===== src/opaddr_pkg.sv =====
/*
 * Shared constants for the operand addressing block: widths, mode codes,
 * register selects, ALU operations and reset values.
 * Assumes a single clock domain and a synchronous active-high reset.
 */
package opaddr_pkg;
    localparam int DATA_W = 8;

    // Addressing modes handled by this block
    typedef enum logic [1:0] {
        MODE_SRC_IMM = 2'h0,
        MODE_SRC_DIR = 2'h1,
        MODE_SRC_IDX = 2'h2,
        MODE_DST_DIR = 2'h3
    } addr_mode_t;

    // Internal register selects
    typedef enum logic [1:0] {
        SEL_RESULT = 2'h0,
        SEL_INDEX  = 2'h1,
        SEL_STACK  = 2'h2,
        SEL_COND   = 2'h3
    } reg_sel_t;

    // Operations
    typedef enum logic [2:0] {
        OP_MOV = 3'h0,
        OP_ADD = 3'h1,
        OP_SUB = 3'h2,
        OP_AND = 3'h3,
        OP_OR  = 3'h4,
        OP_XOR = 3'h5
    } alu_op_t;

    // Address space select values
    localparam logic SPACE_RAM = 1'h0;
    localparam logic SPACE_REG = 1'h1;

    // Reset values of the internal registers
    localparam logic [7:0] RESULT_RST = 8'h00;
    localparam logic [7:0] INDEX_RST  = 8'h00;
    localparam logic [7:0] STACK_RST  = 8'h00;
    localparam logic [7:0] COND_RST   = 8'h02;
endpackage


===== src/opaddr_core.sv =====
/*
 * Operand addressing unit of a small 8-bit CPU core. Takes a decoded
 * opcode byte and an operand byte, reaches RAM or register space, and
 * updates the internal result, index, stack and condition registers.
 * Assumes a memory whose read data stands before the edge ending the strobe.
 */
// Overview of operation
// RL1: Source immediate uses the operand byte itself as source value.
// RL2: Source immediate writes result to opcode-selected internal register.
// RL3: Immediate arithmetic second operand is that same selected register.
// RL4: Source direct reads source from operand-addressed RAM or reg space.
// RL5: Source indexed address is operand plus index register.
// RL6: Direct/indexed source write result or index register, also 2nd operand.
// RL7: Destination direct writes result/index value to operand-addressed place.
// RL8: Destination arithmetic reads second operand from that same location.
// RL9: Every such instruction is exactly opcode byte then operand byte.
// RL10: Destination store leaves the result register unchanged.
// RL11: Every access carries a RAM/register space select.
`timescale 1ns/1ps
module opaddr_core
    import opaddr_pkg::*;
#(
    parameter int WIDTH = DATA_W
) (
    input  wire logic             clk_in,        // 10 MHz clock
    input  wire logic             reset_in,      // Sync reset, high
    input  wire logic             byte_vld_in,   // Instruction byte valid
    input  wire logic [WIDTH-1:0] byte_in,       // Instruction byte
    input  wire addr_mode_t       mode_in,       // Mode, with opcode
    input  wire reg_sel_t         sel_in,        // Register select
    input  wire alu_op_t          op_in,         // Operation
    input  wire logic             space_in,      // 1 = register space
    input  wire logic [WIDTH-1:0] mem_rdata_in,  // Read data
    output logic                  byte_rdy_out,  // Byte accepted
    output logic                  mem_rd_out,    // Read strobe
    output logic                  mem_wr_out,    // Write strobe
    output logic                  mem_space_out, // Space select
    output logic      [WIDTH-1:0] mem_addr_out,  // Address
    output logic      [WIDTH-1:0] mem_wdata_out, // Write data
    output logic                  done_out,      // Instruction done
    output logic      [WIDTH-1:0] result_out,    // result_reg
    output logic      [WIDTH-1:0] index_out,     // index_reg
    output logic      [WIDTH-1:0] stack_out,     // stack_pointer
    output logic      [WIDTH-1:0] cond_out       // cond_bits_reg
);
    initial begin
        if (WIDTH != DATA_W) $error("WIDTH must equal DATA_W");
    end

    typedef enum logic [2:0] {
        ST_OPCODE  = 3'h0,
        ST_OPERAND = 3'h1,
        ST_READ    = 3'h2,
        ST_EXEC    = 3'h3,
        ST_WRITE   = 3'h4
    } state_t;

    typedef struct packed {
        state_t           state;
        addr_mode_t       mode;
        reg_sel_t         sel;
        alu_op_t          op;
        logic             space;
        logic [WIDTH-1:0] operand;
        logic [WIDTH-1:0] addr;
        logic [WIDTH-1:0] rdata;
        logic [WIDTH-1:0] result;
        logic [WIDTH-1:0] index;
        logic [WIDTH-1:0] stack;
        logic [WIDTH-1:0] cond;
        logic             rd;
        logic             wr;
        logic [WIDTH-1:0] wdata;
        logic             done;
    } core_t;

    core_t cur_reg;
    core_t cur_next;

    logic [WIDTH-1:0] src_val;
    logic [WIDTH-1:0] sec_val;
    logic [WIDTH-1:0] alu_res;
    logic [WIDTH-1:0] sel_val;

    // Value of the opcode-selected internal register
    always_comb begin
        unique case (cur_reg.sel)
            SEL_RESULT: sel_val = cur_reg.result;
            SEL_INDEX:  sel_val = cur_reg.index;
            SEL_STACK:  sel_val = cur_reg.stack;
            SEL_COND:   sel_val = cur_reg.cond;
        endcase
    end

    // Operand routing per mode
    always_comb begin
        unique case (cur_reg.mode)
            MODE_SRC_IMM: begin
                src_val = cur_reg.operand; // RL1
                sec_val = sel_val; // RL3
            end
            MODE_DST_DIR: begin
                src_val = sel_val; // RL7
                sec_val = cur_reg.rdata; // RL8
            end
            default: begin
                src_val = cur_reg.rdata; // RL4
                sec_val = sel_val; // RL6
            end
        endcase
    end

    opaddr_alu #(
        .WIDTH (WIDTH)
    ) u_alu (
        .op_in   (cur_reg.op),
        .src_in  (src_val),
        .sec_in  (sec_val),
        .res_out (alu_res)
    );

    // Next-state logic
    always_comb begin
        cur_next = cur_reg;
        cur_next.rd = 1'h0;
        cur_next.wr = 1'h0;
        cur_next.done = 1'h0;
        unique case (cur_reg.state)
            ST_OPCODE: begin
                if (byte_vld_in) begin
                    cur_next.mode = mode_in;
                    // Memory modes only reach result or index
                    cur_next.sel = (mode_in == MODE_SRC_IMM) ? sel_in
                        : reg_sel_t'({1'h0, sel_in[0]});
                    cur_next.op = op_in;
                    cur_next.space = space_in;
                    cur_next.state = ST_OPERAND; // RL9
                end
            end
            ST_OPERAND: begin
                if (byte_vld_in) begin
                    cur_next.operand = byte_in;
                    // Indexed adds index register, wraps in 8 bits
                    cur_next.addr = (cur_reg.mode == MODE_SRC_IDX)
                        ? WIDTH'(byte_in + cur_reg.index) // RL5
                        : byte_in;
                    if (cur_reg.mode == MODE_SRC_IMM) begin
                        cur_next.state = ST_EXEC;
                    end else if (cur_reg.mode == MODE_DST_DIR
                                 && cur_reg.op == OP_MOV) begin
                        // Plain store needs no read of the target
                        cur_next.state = ST_EXEC;
                    end else begin
                        cur_next.rd = 1'h1;
                        cur_next.state = ST_READ;
                    end
                end
            end
            ST_READ: begin
                // Sampled while the read strobe stands, no extra wait state
                cur_next.rdata = mem_rdata_in;
                cur_next.state = ST_EXEC;
            end
            ST_EXEC: begin
                if (cur_reg.mode == MODE_DST_DIR) begin
                    cur_next.wr = 1'h1; // RL7
                    cur_next.wdata = alu_res; // RL10
                    cur_next.state = ST_WRITE;
                end else begin
                    unique case (cur_reg.sel)
                        SEL_RESULT: cur_next.result = alu_res; // RL2
                        SEL_INDEX:  cur_next.index = alu_res; // RL6
                        SEL_STACK:  cur_next.stack = alu_res; // RL2
                        SEL_COND:   cur_next.cond = alu_res; // RL2
                    endcase
                    cur_next.done = 1'h1;
                    cur_next.state = ST_OPCODE;
                end
            end
            ST_WRITE: begin
                cur_next.done = 1'h1;
                cur_next.state = ST_OPCODE;
            end
            default: cur_next.state = ST_OPCODE;
        endcase
    end

    // State register
    always_ff @(posedge clk_in) begin
        if (reset_in) begin
            cur_reg <= '0;
            cur_reg.state <= ST_OPCODE;
            cur_reg.result <= RESULT_RST;
            cur_reg.index <= INDEX_RST;
            cur_reg.stack <= STACK_RST;
            cur_reg.cond <= COND_RST;
        end else begin
            cur_reg <= cur_next;
        end
    end

    // Byte ready only while waiting for instruction bytes
    assign byte_rdy_out = (cur_reg.state == ST_OPCODE)
                       || (cur_reg.state == ST_OPERAND);
    assign mem_rd_out    = cur_reg.rd;
    assign mem_wr_out    = cur_reg.wr;
    assign mem_space_out = cur_reg.space; // RL11
    assign mem_addr_out  = cur_reg.addr;
    assign mem_wdata_out = cur_reg.wdata;
    assign done_out      = cur_reg.done;
    assign result_out    = cur_reg.result;
    assign index_out     = cur_reg.index;
    assign stack_out     = cur_reg.stack;
    assign cond_out      = cur_reg.cond;

    // Immediate source lands in the selected register
    AST_IMM_MOV: assert property (@(posedge clk_in) disable iff (reset_in)
        (cur_reg.state == ST_EXEC && cur_reg.mode == MODE_SRC_IMM
         && cur_reg.op == OP_MOV && cur_reg.sel == SEL_INDEX)
        |=> index_out == $past(cur_reg.operand)) // RL1
        else $error("immediate move did not load operand");

    AST_IMM_ADD: assert property (@(posedge clk_in) disable iff (reset_in)
        (cur_reg.state == ST_EXEC && cur_reg.mode == MODE_SRC_IMM
         && cur_reg.op == OP_ADD && cur_reg.sel == SEL_RESULT)
        |=> result_out
            == WIDTH'($past(cur_reg.result) + $past(cur_reg.operand)))
        // RL3
        else $error("immediate add used wrong second operand");

    AST_IMM_DEST: assert property (@(posedge clk_in) disable iff (reset_in)
        (cur_reg.state == ST_EXEC && cur_reg.mode == MODE_SRC_IMM
         && cur_reg.sel == SEL_COND) |=> $stable(index_out)
         && $stable(result_out) && $stable(stack_out)) // RL2
        else $error("immediate result reached wrong register");

    AST_DIR_READ: assert property (@(posedge clk_in) disable iff (reset_in)
        (cur_reg.state == ST_OPERAND && byte_vld_in
         && cur_reg.mode == MODE_SRC_DIR)
        |=> mem_rd_out && mem_addr_out == $past(byte_in)) // RL4
        else $error("direct read address wrong");

    AST_IDX_ADDR: assert property (@(posedge clk_in) disable iff (reset_in)
        (cur_reg.state == ST_OPERAND && byte_vld_in
         && cur_reg.mode == MODE_SRC_IDX)
        |=> mem_rd_out
        && mem_addr_out == WIDTH'($past(byte_in) + $past(index_out))) // RL5
        else $error("indexed address wrong");

    AST_SRC_MEM: assert property (@(posedge clk_in) disable iff (reset_in)
        (mem_rd_out && cur_reg.mode != MODE_DST_DIR && cur_reg.op == OP_MOV
         && cur_reg.sel == SEL_INDEX)
        ##1 1'h1 ##1 1'h1 |-> index_out == $past(mem_rdata_in, 2)) // RL6
        else $error("memory source not loaded");

    AST_DST_WR: assert property (@(posedge clk_in) disable iff (reset_in)
        (mem_rd_out && cur_reg.mode == MODE_DST_DIR && cur_reg.op == OP_ADD)
        |-> ##2 mem_wr_out && mem_addr_out == $past(mem_addr_out, 2)
        && mem_wdata_out == WIDTH'($past(mem_rdata_in, 2) + $past(sel_val, 1)))
        // RL8
        else $error("destination arithmetic wrong");

    AST_DST_KEEP: assert property (@(posedge clk_in) disable iff (reset_in)
        mem_wr_out |-> $stable(result_out) && $stable(index_out)) // RL10
        else $error("store changed an internal register");

    AST_TWO_BYTES: assert property (@(posedge clk_in) disable iff (reset_in)
        (cur_reg.state == ST_OPCODE && byte_vld_in)
        |=> cur_reg.state == ST_OPERAND && byte_rdy_out) // RL9
        else $error("opcode not followed by operand byte");

    AST_SPACE: assert property (@(posedge clk_in) disable iff (reset_in)
        (cur_reg.state == ST_OPCODE && byte_vld_in)
        |=> mem_space_out == $past(space_in)) // RL11
        else $error("space select not held");

    AST_DST_MOV: assert property (@(posedge clk_in) disable iff (reset_in)
        (cur_reg.state == ST_EXEC && cur_reg.mode == MODE_DST_DIR
         && cur_reg.op == OP_MOV)
        |=> mem_wr_out && mem_wdata_out == $past(sel_val)) // RL7
        else $error("destination store data wrong");

    // Immediate operand is a value, never an address
    AST_IMM_NOREAD: assert property ( // RL1
        @(posedge clk_in) disable iff (reset_in)
        (cur_reg.state == ST_OPERAND && byte_vld_in
         && cur_reg.mode == MODE_SRC_IMM)
        |=> !mem_rd_out ##1 !mem_wr_out)
        else $error("immediate operand used as address");

    // Memory sources only reach the result or index register
    AST_SRC_KEEP: assert property ( // RL6
        @(posedge clk_in) disable iff (reset_in)
        (cur_reg.state == ST_EXEC && (cur_reg.mode == MODE_SRC_DIR
         || cur_reg.mode == MODE_SRC_IDX))
        |=> $stable(stack_out) && $stable(cond_out))
        else $error("memory source reached wrong register");

    // Destination address is the operand byte itself
    AST_DST_ADDR: assert property ( // RL7
        @(posedge clk_in) disable iff (reset_in)
        (cur_reg.state == ST_OPERAND && byte_vld_in
         && cur_reg.mode == MODE_DST_DIR)
        |=> mem_addr_out == $past(byte_in) && !mem_wr_out)
        else $error("destination address wrong");
endmodule // opaddr_core


===== src/opaddr_alu.sv =====
/*
 * Combinational operation unit: forms a result from the source value and
 * the second operand. Pure logic, no state.
 */
`timescale 1ns/1ps
module opaddr_alu
    import opaddr_pkg::*;
#(
    parameter int WIDTH = 8
) (
    input  wire alu_op_t          op_in,   // Operation
    input  wire logic [WIDTH-1:0] src_in,  // Source value
    input  wire logic [WIDTH-1:0] sec_in,  // Second operand
    output logic      [WIDTH-1:0] res_out  // Result
);
    initial begin
        if (WIDTH < 1) $error("WIDTH must be positive");
    end

    // Move passes source; others combine both operands
    always_comb begin
        unique case (op_in)
            OP_MOV:  res_out = src_in;
            OP_ADD:  res_out = WIDTH'(sec_in + src_in);
            OP_SUB:  res_out = WIDTH'(sec_in - src_in);
            OP_AND:  res_out = sec_in & src_in;
            OP_OR:   res_out = sec_in | src_in;
            OP_XOR:  res_out = sec_in ^ src_in;
            default: res_out = src_in;
        endcase
    end
endmodule // opaddr_alu


===== config.mk =====
export PLATFORM = sky130hd
export DESIGN_NAME = opaddr_core
export DESIGN_NICKNAME = d
export VERILOG_FILES = /design/src/opaddr_pkg.sv /design/src/opaddr_core.sv /design/src/opaddr_alu.sv
export SDC_FILE = /design/constraint.sdc
export NUM_CORES = 1
export LEC_CHECK = 0
export ABC_CLOCK_PERIOD_IN_PS = 3900
export BUFFER_PORTS_ARGS = -buffer_cell sky130_fd_sc_hd__buf_4
export CORE_MARGIN = 2
export CORE_UTILIZATION = 50
export CTS_CLUSTER_SIZE = 8
export DETAILED_ROUTE_END_ITERATION = 12
export PLACE_DENSITY = 0.85
export SLEW_MARGIN = 20
export SYNTH_ARGS = -nofsm -noshare
export SYNTH_HDL_FRONTEND = slang
export SYNTH_HIERARCHICAL = 1
export SYNTH_SLANG_ARGS = --single-unit

===== constraint.sdc =====
create_clock -name clk_in -period 3.9 [get_ports clk_in]
set_input_delay 0 -clock clk_in [delete_from_list [all_inputs] [get_ports clk_in]]
set_output_delay 0 -clock clk_in [all_outputs]
set_load 0.01 [all_outputs]

==> impl_results.md, run 1 <==
* Syn nets at 663
* Share of layout cells above drive strength 1 at 24.3%
* Met3 wire len at 1.13 mm
* Yosys top cell by area: dfxtp_1
* Crit path arrival time at 4.08 ns
* Post-DRT Antenna Nets at 0
* Hold endpoint: index_out[3]
* Crit Path Class: reg2reg
* Most frequent cell after synthesis: dfxtp_1
* Pleak at 2.71 nW
* Fill cells at 802
* Clock sinks at 78
* Final instance area at 6160 sq um
* Latest clock arrival within the worst-skew pair at 0.37 ns
* Core area at 9860 sq um
* CP Launch Type: register
* Post-Route M1 WL at 6.29 mm
* Worst path top cell family by delay: compound AO/OA/AOI/OAI gates
* Initial DRC count at 382
* First drt pass iteration count at 6
* Initial antenna violation count at 0
* Vias per cell at 5.79
* Die width at 105 um
* Gr ovfl total at 0
* Synth cell types at 58
* Cell depth of the worst setup path at 15
* Setup_tns at 0 ns
* Vias in the first global route at 4600
* Post-Syn Area at 5120 sq um
* Final Hold Vio Count at 0
* Largest net degree at the start of global routing at 81
* Placed insts at 770
* MaxCap Viol Count at 0
* WHS Path Cells at 2
* Max FFs per register at 26
* CP cell instances: mux4_2, a22oi_1, o21ai_2, inv_1, ha_1, mux2_2, fa_1, nor2b_1, o31a_1, o21ai_0, nor4bb_2, a2111oi_2, buf_4, mux2i_1, nor2_1
* CTS root buffer: clkbuf_8
* Die Y at 105 um
* Pwr/cell area at 334 nW/um^2
* Initial Util at 51.9%
* Hold path startpoint: reset_in
* # setup viols final at 0
* Area share of the largest cell type after synthesis at 30.5%
* GP Congestion at 0.890
* Sw Pwr at 0.640 mW
* Ports at 80
* Clock power share at 34.7%
* Area contributors post-synth: dfxtp_1, mux2i_1, ha_1
* DR top layer: met4
* Routed len/inst at 18.3 um
* Hold Slack at 0.195 ns
* Tightest Pin Transition at 0.806 ns
* Buffer and inverter count on the worst path at 2
* Cell Count, Final, Fillers Out at 811
* # diodes at 0
* Logic pwr share at 24.4%
* Reg2Reg Setup Slack at 0.12 ns
* CP endpoint kind: register
* Clock Tree Buf Depth at 2
* Peak supply drop at 0.211 mV
* Worst path slowest cell: dfxtp_1
* Post-route DRC at 0
* Type of the most critical hold path: in2reg
* CTS tree: yes
* Final HPWL from detailed placement at 10.5 mm
* Mean post-synth cell area at 8.53 sq um
* Syn. warnings at 6
* IO buf count at 79
* Critical R2R Capture: result_out[6]
* R2r startpoint: cur_reg[72]
* Status: complete, no violations
* Switching share of total power at 31.1%
* Seq cells post-synth at 78
* Relative max-transition margin at 46.3%
* Largest stage delay on the critical path at 0.56 ns
* Worst-path clk slew at 0.09 ns
* Area growth syn-to-layout at 20.3%
* Internal Pwr Total at 1.42 mW
* Minimum clock period at 3.78 ns
* Fin Clk Skew at 0.0113 ns
* Asr flop ratio synth at 0%
* CP Max Fanout at 8
* Mapped Cells at 600
* Final wirelength at 14.8 mm
* Cells on worst reg2reg path at 15
* GRT Total Usage at 26.8%
* Seq/Total Area, Yosys at 30.5%
* Num CTS Buffers at 9
* Top FF cell, synth: dfxtp_1
* Reg power frac at 40.9%
* EDFF count, synth at 0
* Nets at 736
* Peak Freq at 265 MHz
* First-pass GRT wire length at 23.6 mm
* Worst EP required at 4.21 ns
* Met2 WL at 7.11 mm
* Crit path from: cur_reg[72]
* Vias at 4698
* Die area at 11100 sq um
* Row count at 36
* Fin crit share at 96.8%
* DP Area at 5660 sq um
* H-tree depth at 3
* Final Max Tran Viols at 0
* Post-Route Utilization at 62.4%
* Post-synth top cells: dfxtp_1, nand2_1, nor2_1
## cell families after synthesis
group / after synthesis / share of synthesized area [%]
adders and majority gates: 36 / 9.10
and+or+nand+nor: 191 / 17.9
buffers and inverters: 105 / 11.8
xor gates and xnor gates: 12 / 2.05
muxes: 63 / 14.5
AOI/OAI and AO/OA: 115 / 14.2
DFF: 78 / 30.5
## worst max-delay path by stage
stage / endpoint / slack, ns
after floorplan: result_out[6] / 0.09
after global placement: mem_wdata_out[5] / 0.05
after detailed placement: result_out[6] / 0.02
after CTS: result_out[6] / 0.11
after global routing: result_out[6] / -0.02
final: result_out[6] / 0.12
## what timing repair did
action / 4_1_cts / 5_1_grt
hold buffers: 25 / 0
setup endpoints to repair: 1 / 15
endpoints found under the hold margin: 26 / 0
gates resized for setup: 2 / 9
cloned: 0 / 0
buffers inserted: 0 / 0
## power by group through the flow
stage	combinational, mW	clock, mW	sequential, mW
floorplan	0.304	0	0.850
detailed placement	0.464	0	0.860
global placement	0.451	0	0.858
global route	0.544	0.748	0.845
finish	0.503	0.714	0.842
CTS	0.486	0.717	0.842
## per-stage QoR
stage	setup WS, ns	power (mW)
3_5_place_dp	0.0199	1.32
2_1_floorplan	0.0856	1.15
4_1_cts	0.110	2.04
5_1_grt	-0.0235	2.14
3_3_place_gp	0.0509	1.31
6_report	0.124	2.06
## cell usage in the layout, fill, tap and decap left out, types with 3 or more instances in the layout
cell	instances
a21o_1	9
ha_1	32
buf_4	115
dfxtp_1	77
inv_1	26
mux2i_1	45
o21ai_1	3
mux2_2	10
nand3b_1	3
nand2_1	73
nor2_1	72
a211oi_1	8
xnor2_1	11
nand3_1	4
a22oi_1	8
mux4_2	8
o21ai_0	18
nor3b_1	5
clkbuf_8	9
a21oi_1	44
dlygate4sd3_1	25
o21a_1	4
nor3_1	5
a222oi_1	7
## per-layer routing
metal	vias to the layer above	global-route usage, %
li1	2192	-
met1	2238	34.7
met2	235	45.8
met3	33	4.99
met4	0	6.57
met5	-	0
## layout make-up
class	instances	area [sq um]	share of cell area, %
clock inverters	7	104	1.69
well taps	133	166	2.70
flip-flops and latches	78	1570	25.4
inverters	27	101	1.65
repair buffers	140	1110	18.1
multi-input cells	417	2980	48.4
clock buffers	9	124	2.01
## worst reg2reg max path: stages (launching register included)
cell	delay, ns
dfxtp_1	0.56
mux4_2	0.38
a22oi_1	0.21
o21ai_2	0.12
inv_1	0.10
ha_1	0.23
mux2_2	0.29
fa_1	0.44
nor2b_1	0.21
o31a_1	0.17
o21ai_0	0.12
nor4bb_2	0.20
a2111oi_2	0.28
buf_4	0.20
mux2i_1	0.09
nor2_1	0.12
Note: power is estimated with default switching activity, not from simulation.
==> run 2, diff against run 1 <==
Settings changed: GPL_TIMING_DRIVEN set to 0, SETUP_SLACK_MARGIN set to 0.5.
==> run 2 against run 1 <==
  * Register-to-register slack better by 0.19 ns
  * First-iteration DRC count decreased by 13%
  * Critical endpoint is now result_out[5]
  * Clock-buffer cell count unchanged
  * Via count grew 6.1%
  * Sequential cell count unchanged
  * Largest power group unchanged
  * Sequential share of layout area decreased by 2.2 points
  * Clock skew decreased by 0.0019 ns
  * Routed wire length is 3.3% higher
  * Combinational power is 16% higher
==> impl_results.md, run 2 (synthesized netlist as in run 1, its figures left out) <==
* IO buf count at 78 (was 79)
* Placed insts at 811 (was 770)
* Latest clock arrival within the worst-skew pair at 0.35 ns (was 0.37 ns)
* Worst-path clk slew at 0.09 ns (about the same)
* Max FFs per register at 26 (unchanged)
* Num CTS Buffers at 9 (unchanged)
* H-tree depth at 3 (unchanged)
* Register area at 1570 sq um (about the same)
* RSZ-0062 raised after global routing: true
* Die width at 105 um (unchanged)
* Fin crit share at 91.8% (was 96.8%)
* Switching share of total power at 33.6% (was 31.1%)
* Fin Clk Skew at 0.00941 ns (was 0.0113 ns)
* Cells on worst reg2reg path at 14 (was 15)
* CP Max Fanout at 5 (was 8)
* Reg2Reg Setup Slack at 0.32 ns (was 0.12 ns)
* Vias per cell at 5.69 (was 5.79)
* Share of layout cells above drive strength 1 at 34.2% (was 24.3%)
* Crit Path Class: reg2reg (unchanged)
* Post-route DRC at 0 (unchanged)
* Final Max Tran Viols at 0 (unchanged)
* CTS tree: yes (unchanged)
* CP Launch Type: register (unchanged)
* Reg power frac at 42.1% (was 40.9%)
* Minimum clock period at 3.58 ns (was 3.78 ns)
* Clock Tree Buf Depth at 2 (unchanged)
* Area growth syn-to-layout at 32.4% (was 20.3%)
* Pwr/cell area at 294 nW/um^2 (was 334 nW/um^2)
* Die area at 11100 sq um (unchanged)
* Multi-input logic area at 3200 sq um (was 2980 sq um)
* Vias in the first global route at 4835 (was 4600)
* GRT Total Usage at 27.0% (was 26.8%)
* Worst EP required at 4.19 ns (was 4.21 ns)
* Final HPWL from detailed placement at 10.7 mm (was 10.5 mm)
* Final wirelength at 15.3 mm (was 14.8 mm)
* GP Congestion at 0.870 (was 0.890)
* R2r startpoint: cur_reg[71] (was cur_reg[72])
* Ports at 80 (unchanged)
* Hold path startpoint: byte_vld_in (was reset_in)
* Commonest cells after routing, fill and taps aside: buf_4, dfxtp_1, nor2_1, nand2_1, mux2i_1 (was buf_4, dfxtp_1, nand2_1)
* Peak supply drop at 0.201 mV (was 0.211 mV)
* Largest stage delay on the critical path at 0.55 ns (was 0.56 ns)
* Pwr Total at 1.99 mW (was 2.06 mW)
* Largest net degree at the start of global routing at 16 (was 81)
* First-pass GRT wire length at 23.9 mm (was 23.6 mm)
* Row count at 36 (unchanged)
* Core area at 9860 sq um (unchanged)
* Die Y at 105 um (unchanged)
* Crit path arrival time at 3.87 ns (was 4.08 ns)
* Nets at 801 (was 736)
* CP cell instances: buf_12, mux4_2, a22oi_2, o21ai_4, inv_2, and3_4, nor2_4, xnor2_2, ha_4, a21o_1, or4_4, a31oi_4, mux2i_1, nor2_1 (was mux4_2, a22oi_1, o21ai_2, inv_1, ha_1, mux2_2, fa_1, nor2b_1, o31a_1, o21ai_0, nor4bb_2, a2111oi_2, buf_4, mux2i_1, nor2_1)
* Clock power share at 28.5% (was 34.7%)
* Cell Count, Final, Fillers Out at 876 (was 811)
* Final Hold Vio Count at 0 (unchanged)
* Clock sinks at 78 (unchanged)
* Post-DRT Antenna Nets at 0 (unchanged)
* Tightest Pin Transition at 0.773 ns (was 0.806 ns)
* Worst path slowest cell: or4_4 (was dfxtp_1)
* Hold endpoint: cur_reg[75] (was index_out[3])
* Final worst slack at 0.318 ns (was 0.124 ns)
* Initial Util at 51.9% (unchanged)
* Pleak at 3.03 nW (was 2.71 nW)
* Sw Pwr at 0.669 mW (was 0.640 mW)
* Logic pwr share at 29.4% (was 24.4%)
* CTS root buffer: clkbuf_8 (unchanged)
* Vias at 4985 (was 4698)
* First drt pass iteration count at 6 (unchanged)
* Pre-CTS WS at -0.412 ns (was 0.0199 ns)
* MaxCap Viol Count at 0 (unchanged)
* Initial DRC count at 332 (was 382)
* Relative max-transition margin at 48.4% (was 46.3%)
* Type of the most critical hold path: in2reg (unchanged)
* Fill cells at 773 (was 802)
* Critical R2R Capture: result_out[5] (was result_out[6])
* Status: complete, no violations (unchanged)
* Routed len/inst at 17.5 um (was 18.3 um)
* Gr ovfl total at 0 (unchanged)
* Internal Pwr Total at 1.32 mW (was 1.42 mW)
* Peak Freq at 279 MHz (was 265 MHz)
* # setup viols final at 0 (unchanged)
* WHS Path Cells at 3 (was 2)
* # diodes at 0 (unchanged)
* Most common cell after layout, fill and taps aside: buf_4 (unchanged)
* Initial antenna violation count at 0 (unchanged)
* CP endpoint kind: register (unchanged)
-- run 2: routing by layer --
layer	part of all wire [%]	global-route usage [%]
met1	42	35.4
met2	49	45.2
met3	7.8	4.62
met4	2.0	8.57
met5	0	0
-- run 2: how the worst max path moves through the flow --
stage | from | to | slack, ns
after floorplan | cur_reg[72] | result_out[6] | 0.52
after global placement | cur_reg[72] | mem_wdata_out[6] | -0.26
after detailed placement | cur_reg[72] | result_out[6] | -0.41
after CTS | cur_reg[71] | mem_wdata_out[5] | 0.38
after global routing | cur_reg[71] | result_out[6] | 0.21
final | cur_reg[71] | result_out[5] | 0.32
-- run 2: critical path: cells and delay by family (launching register included) --
| family | cells | cell delay [ns] |
|---|---|---|
| AOI/OAI and AO/OA | 4 | 0.85 |
| buffers and inverters | 2 | 0.21 |
| muxes | 2 | 0.68 |
| adders and majority gates | 1 | 0.24 |
| and+or+nand+nor | 4 | 0.92 |
| DFF | 1 | 0.41 |
| xor gates and xnor gates | 1 | 0.21 |
-- run 2: power groups by stage --
| stage | sequential, mW | clock, mW | combinational, mW |
|---|---|---|---|
| after floorplan | 0.850 | 0 | 0.315 |
| after global placement | 0.854 | 0 | 0.429 |
| after detailed placement | 0.855 | 0 | 0.443 |
| after CTS | 0.837 | 0.570 | 0.523 |
| after global routing | 0.841 | 0.607 | 0.628 |
| final | 0.838 | 0.567 | 0.585 |
-- run 2: what timing repair did --
| action | 4_1_cts | 5_1_grt |
|---|---|---|
| setup buffers | 15 | 10 |
| hold endpoints to repair | 25 | 0 |
| pin swaps | 14 | 20 |
| hold buffers | 24 | 0 |
| endpoints found under the setup margin | 31 | 30 |
| resized for setup | 44 | 25 |
-- run 2: area by class of cell --
cell class	instances	area share, %
clock buffers	9	1.83
multi-input cells	417	47.2
inverters	27	1.50
clock inverters	7	0.776
flip-flops and latches	78	23.2
repair buffers	127	15.0
well taps	133	2.46
plain buffers	78	8.03
-- run 2: through the flow --
| stage | setup TNS [ns] | utilization (%) | hold slack, ns | area [sq um] |
|---|---|---|---|---|
| floorplan | 0 | - | 0.128 | 5170 |
| global placement | -2.07 | 60.0 | 0.243 | 5920 |
| detailed placement | -3.00 | 60.0 | 0.250 | 5920 |
| CTS | 0 | 66.9 | 0.00463 | 6600 |
| global route | 0 | 68.7 | 0.0203 | 6780 |
| finish | 0 | 68.7 | 0.00581 | 6780 |
==> run 3, diff against run 2 <==
Settings changed: CELL_PAD_IN_SITES_DETAIL_PLACEMENT set to 1, CELL_PAD_IN_SITES_GLOBAL_PLACEMENT set to 1, CORE_UTILIZATION 50 to 39, PLACE_DENSITY 0.85 to 0.87, SKIP_CTS_REPAIR_TIMING set to 1.
==> run 3 against run 2 <==
  * Global-route usage down 2.5 points
  * Die area increased by 27%
  * Setup slack got worse by 0.25 ns
  * Cell area rose by 2.5%
  * Maximum frequency decreased by 6.6%
  * Clock skew rose by 0.0024 ns
  * Critical path type unchanged
  * Critical endpoint is now index_out[6]
  * Largest cell class unchanged
  * Highest routed layer unchanged
==> impl_results.md, run 3 (synthesized netlist as in run 1, its figures left out) <==
* Final Hold Vio Count at 0 (unchanged)
* Cell Count, Final, Fillers Out at 918 (was 876)
* IO buf count at 78 (unchanged)
* Status: complete, no violations (unchanged)
* Latest clock arrival within the worst-skew pair at 0.35 ns (about the same)
* CP Max Fanout at 5 (unchanged)
* Commonest cells after routing, fill and taps aside: buf_4, dfxtp_1, nor2_1, nand2_1, mux2i_1 (unchanged)
* Core area at 12700 sq um (was 9860 sq um)
* Crit Path Class: reg2reg (unchanged)
* Num CTS Buffers at 9 (unchanged)
* Vias at 5154 (was 4985)
* H-tree depth at 3 (unchanged)
* Final HPWL from detailed placement at 12.9 mm (was 10.7 mm)
* Reg2Reg Setup Slack at 0.07 ns (was 0.32 ns)
* # setup viols final at 0 (unchanged)
* WHS Path Cells at 3 (unchanged)
* # diodes at 0 (unchanged)
* Critical R2R Capture: index_out[6] (was result_out[5])
* Fill cells at 1515 (was 773)
* Post-DRT Antenna Nets at 0 (unchanged)
* Ports at 80 (unchanged)
* Tightest Pin Transition at 0.822 ns (was 0.773 ns)
* Die width at 119 um (was 105 um)
* First drt pass iteration count at 8 (was 6)
* Peak supply drop at 0.250 mV (was 0.201 mV)
* RSZ-0062 raised after global routing: true (unchanged)
* First-pass GRT wire length at 27.1 mm (was 23.9 mm)
* Clock sinks at 78 (unchanged)
* Gr ovfl total at 0 (unchanged)
* Routed len/inst at 21.2 um (was 17.5 um)
* Setup crit end: index_out[6] (was result_out[5])
* Clock Tree Buf Depth at 2 (unchanged)
* Share of layout cells above drive strength 1 at 34.6% (was 34.2%)
* Crit path arrival time at 4.04 ns (was 3.87 ns)
* Max FFs per register at 26 (unchanged)
* Pwr/cell area at 335 nW/um^2 (was 294 nW/um^2)
* Nets at 804 (was 801)
* Initial antenna violation count at 0 (unchanged)
* Relative max-transition margin at 45.2% (was 48.4%)
* Vias per cell at 5.61 (was 5.69)
* GP Congestion at 0.881 (was 0.870)
* Most common cell after layout, fill and taps aside: buf_4 (unchanged)
* Hold Slack at 0.0664 ns (was 0.00581 ns)
* GRT Total Usage at 24.5% (was 27.0%)
* Area growth syn-to-layout at 35.8% (was 32.4%)
* CP endpoint kind: register (unchanged)
* Largest net degree at the start of global routing at 14 (was 16)
* Pleak at 3.10 nW (was 3.03 nW)
* CP Launch Type: register (unchanged)
* CTS tree: yes (unchanged)
* R2r startpoint: cur_reg[71] (unchanged)
* Crit path from: cur_reg[71] (unchanged)
* Pwr Total at 2.33 mW (was 1.99 mW)
* Fin crit share at 98.3% (was 91.8%)
* Cells on worst reg2reg path at 17 (was 14)
* Vias in the first global route at 5053 (was 4835)
* Die area at 14100 sq um (was 11100 sq um)
* Worst-path clk slew at 0.07 ns (was 0.09 ns)
* Fin Clk Skew at 0.0118 ns (was 0.00941 ns)
* Post-route DRC at 0 (unchanged)
* Initial DRC count at 351 (was 332)
* Minimum clock period at 3.83 ns (was 3.58 ns)
* Setup_tns at 0 ns (unchanged)
* Row count at 41 (was 36)
* Type of the most critical hold path: in2reg (unchanged)
* MaxCap Viol Count at 0 (unchanged)
* Die Y at 119 um (was 105 um)
* Final Max Tran Viols at 0 (unchanged)
* Worst EP required at 4.11 ns (was 4.19 ns)
* Placed insts at 850 (was 811)
* CTS root buffer: clkbuf_16 (was clkbuf_8)
* Final wirelength at 19.5 mm (was 15.3 mm)
* Peak Freq at 261 MHz (was 279 MHz)
* Initial Util at 40.2% (was 51.9%)
-- run 3: changes by cell type in the layout (fill, tap and decap cells not counted), moves of 2 or more --
cell / previous run / this run
a21oi_2: 5 / 7
clkbuf_8: 10 / 1
inv_6: 4 / 0
o21ai_0: 11 / 13
clkbuf_16: 0 / 9
buf_4: 152 / 156
a21oi_1: 38 / 36
-- run 3: how the worst min path moves through the flow --
stage / from / endpoint / slack, ns
final: byte_vld_in / cur_reg[75] / 0.07
after global routing: byte_vld_in / cur_reg[75] / 0.09
after CTS: mem_rdata_in[0] / cur_reg[43] / -0.1
after detailed placement: mem_rdata_in[6] / cur_reg[49] / 0.25
after global placement: mem_rdata_in[3] / cur_reg[46] / 0.24
after floorplan: sel_in[0] / cur_reg[71] / 0.13
-- run 3: critical path: stages (launching register included) --
cell and delay, ns:
dfxtp_4 0.41, mux4_2 0.58, a22oi_2 0.20, o21ai_4 0.12, inv_2 0.09, ha_4 0.14
and3_4 0.19, nor2_2 0.04, xnor2_1 0.27, ha_1 0.34, o21a_1 0.14, o31a_1 0.12
o21ai_2 0.23, nor4bb_4 0.37, a2111oi_4 0.05, buf_4 0.18, mux2i_1 0.14, nor2_1 0.07
-- run 3: through the flow --
step	cell area (sq um)	setup WS, ns	util, %
floorplan	5170	0.520	-
global placement	5970	-0.272	46.9
detailed placement	5970	-0.319	46.9
CTS	6270	-0.346	49.3
global route	6950	-0.0767	54.6
finish	6950	0.0663	54.6
-- run 3: final cells by class --
cell class | instances | area [sq um] | share of cell area (%)
inverters | 27 | 101 | 1.46
clock inverters | 5 | 58.8 | 0.847
plain buffers | 78 | 542 | 7.80
flip-flops and latches | 78 | 1570 | 22.6
multi-input cells | 417 | 3180 | 45.8
clock buffers | 11 | 243 | 3.49
well taps | 172 | 215 | 3.10
repair buffers | 130 | 1040 | 14.9
-- run 3: where the power goes --
group,switching (mW),internal (mW),total [mW]
logic,0.350,0.275,0.625
registers,0.0245,0.819,0.843
clock network,0.348,0.513,0.862
total,0.722,1.61,2.33
-- run 3: layer usage --
metal	share of wire (%)	GRT usage, %	routed length (um)
met1	41	30.3	7970
met5	0	0	0
met3	4.7	3.67	926
met2	52	43.1	10100
met4	2.4	8.26	461
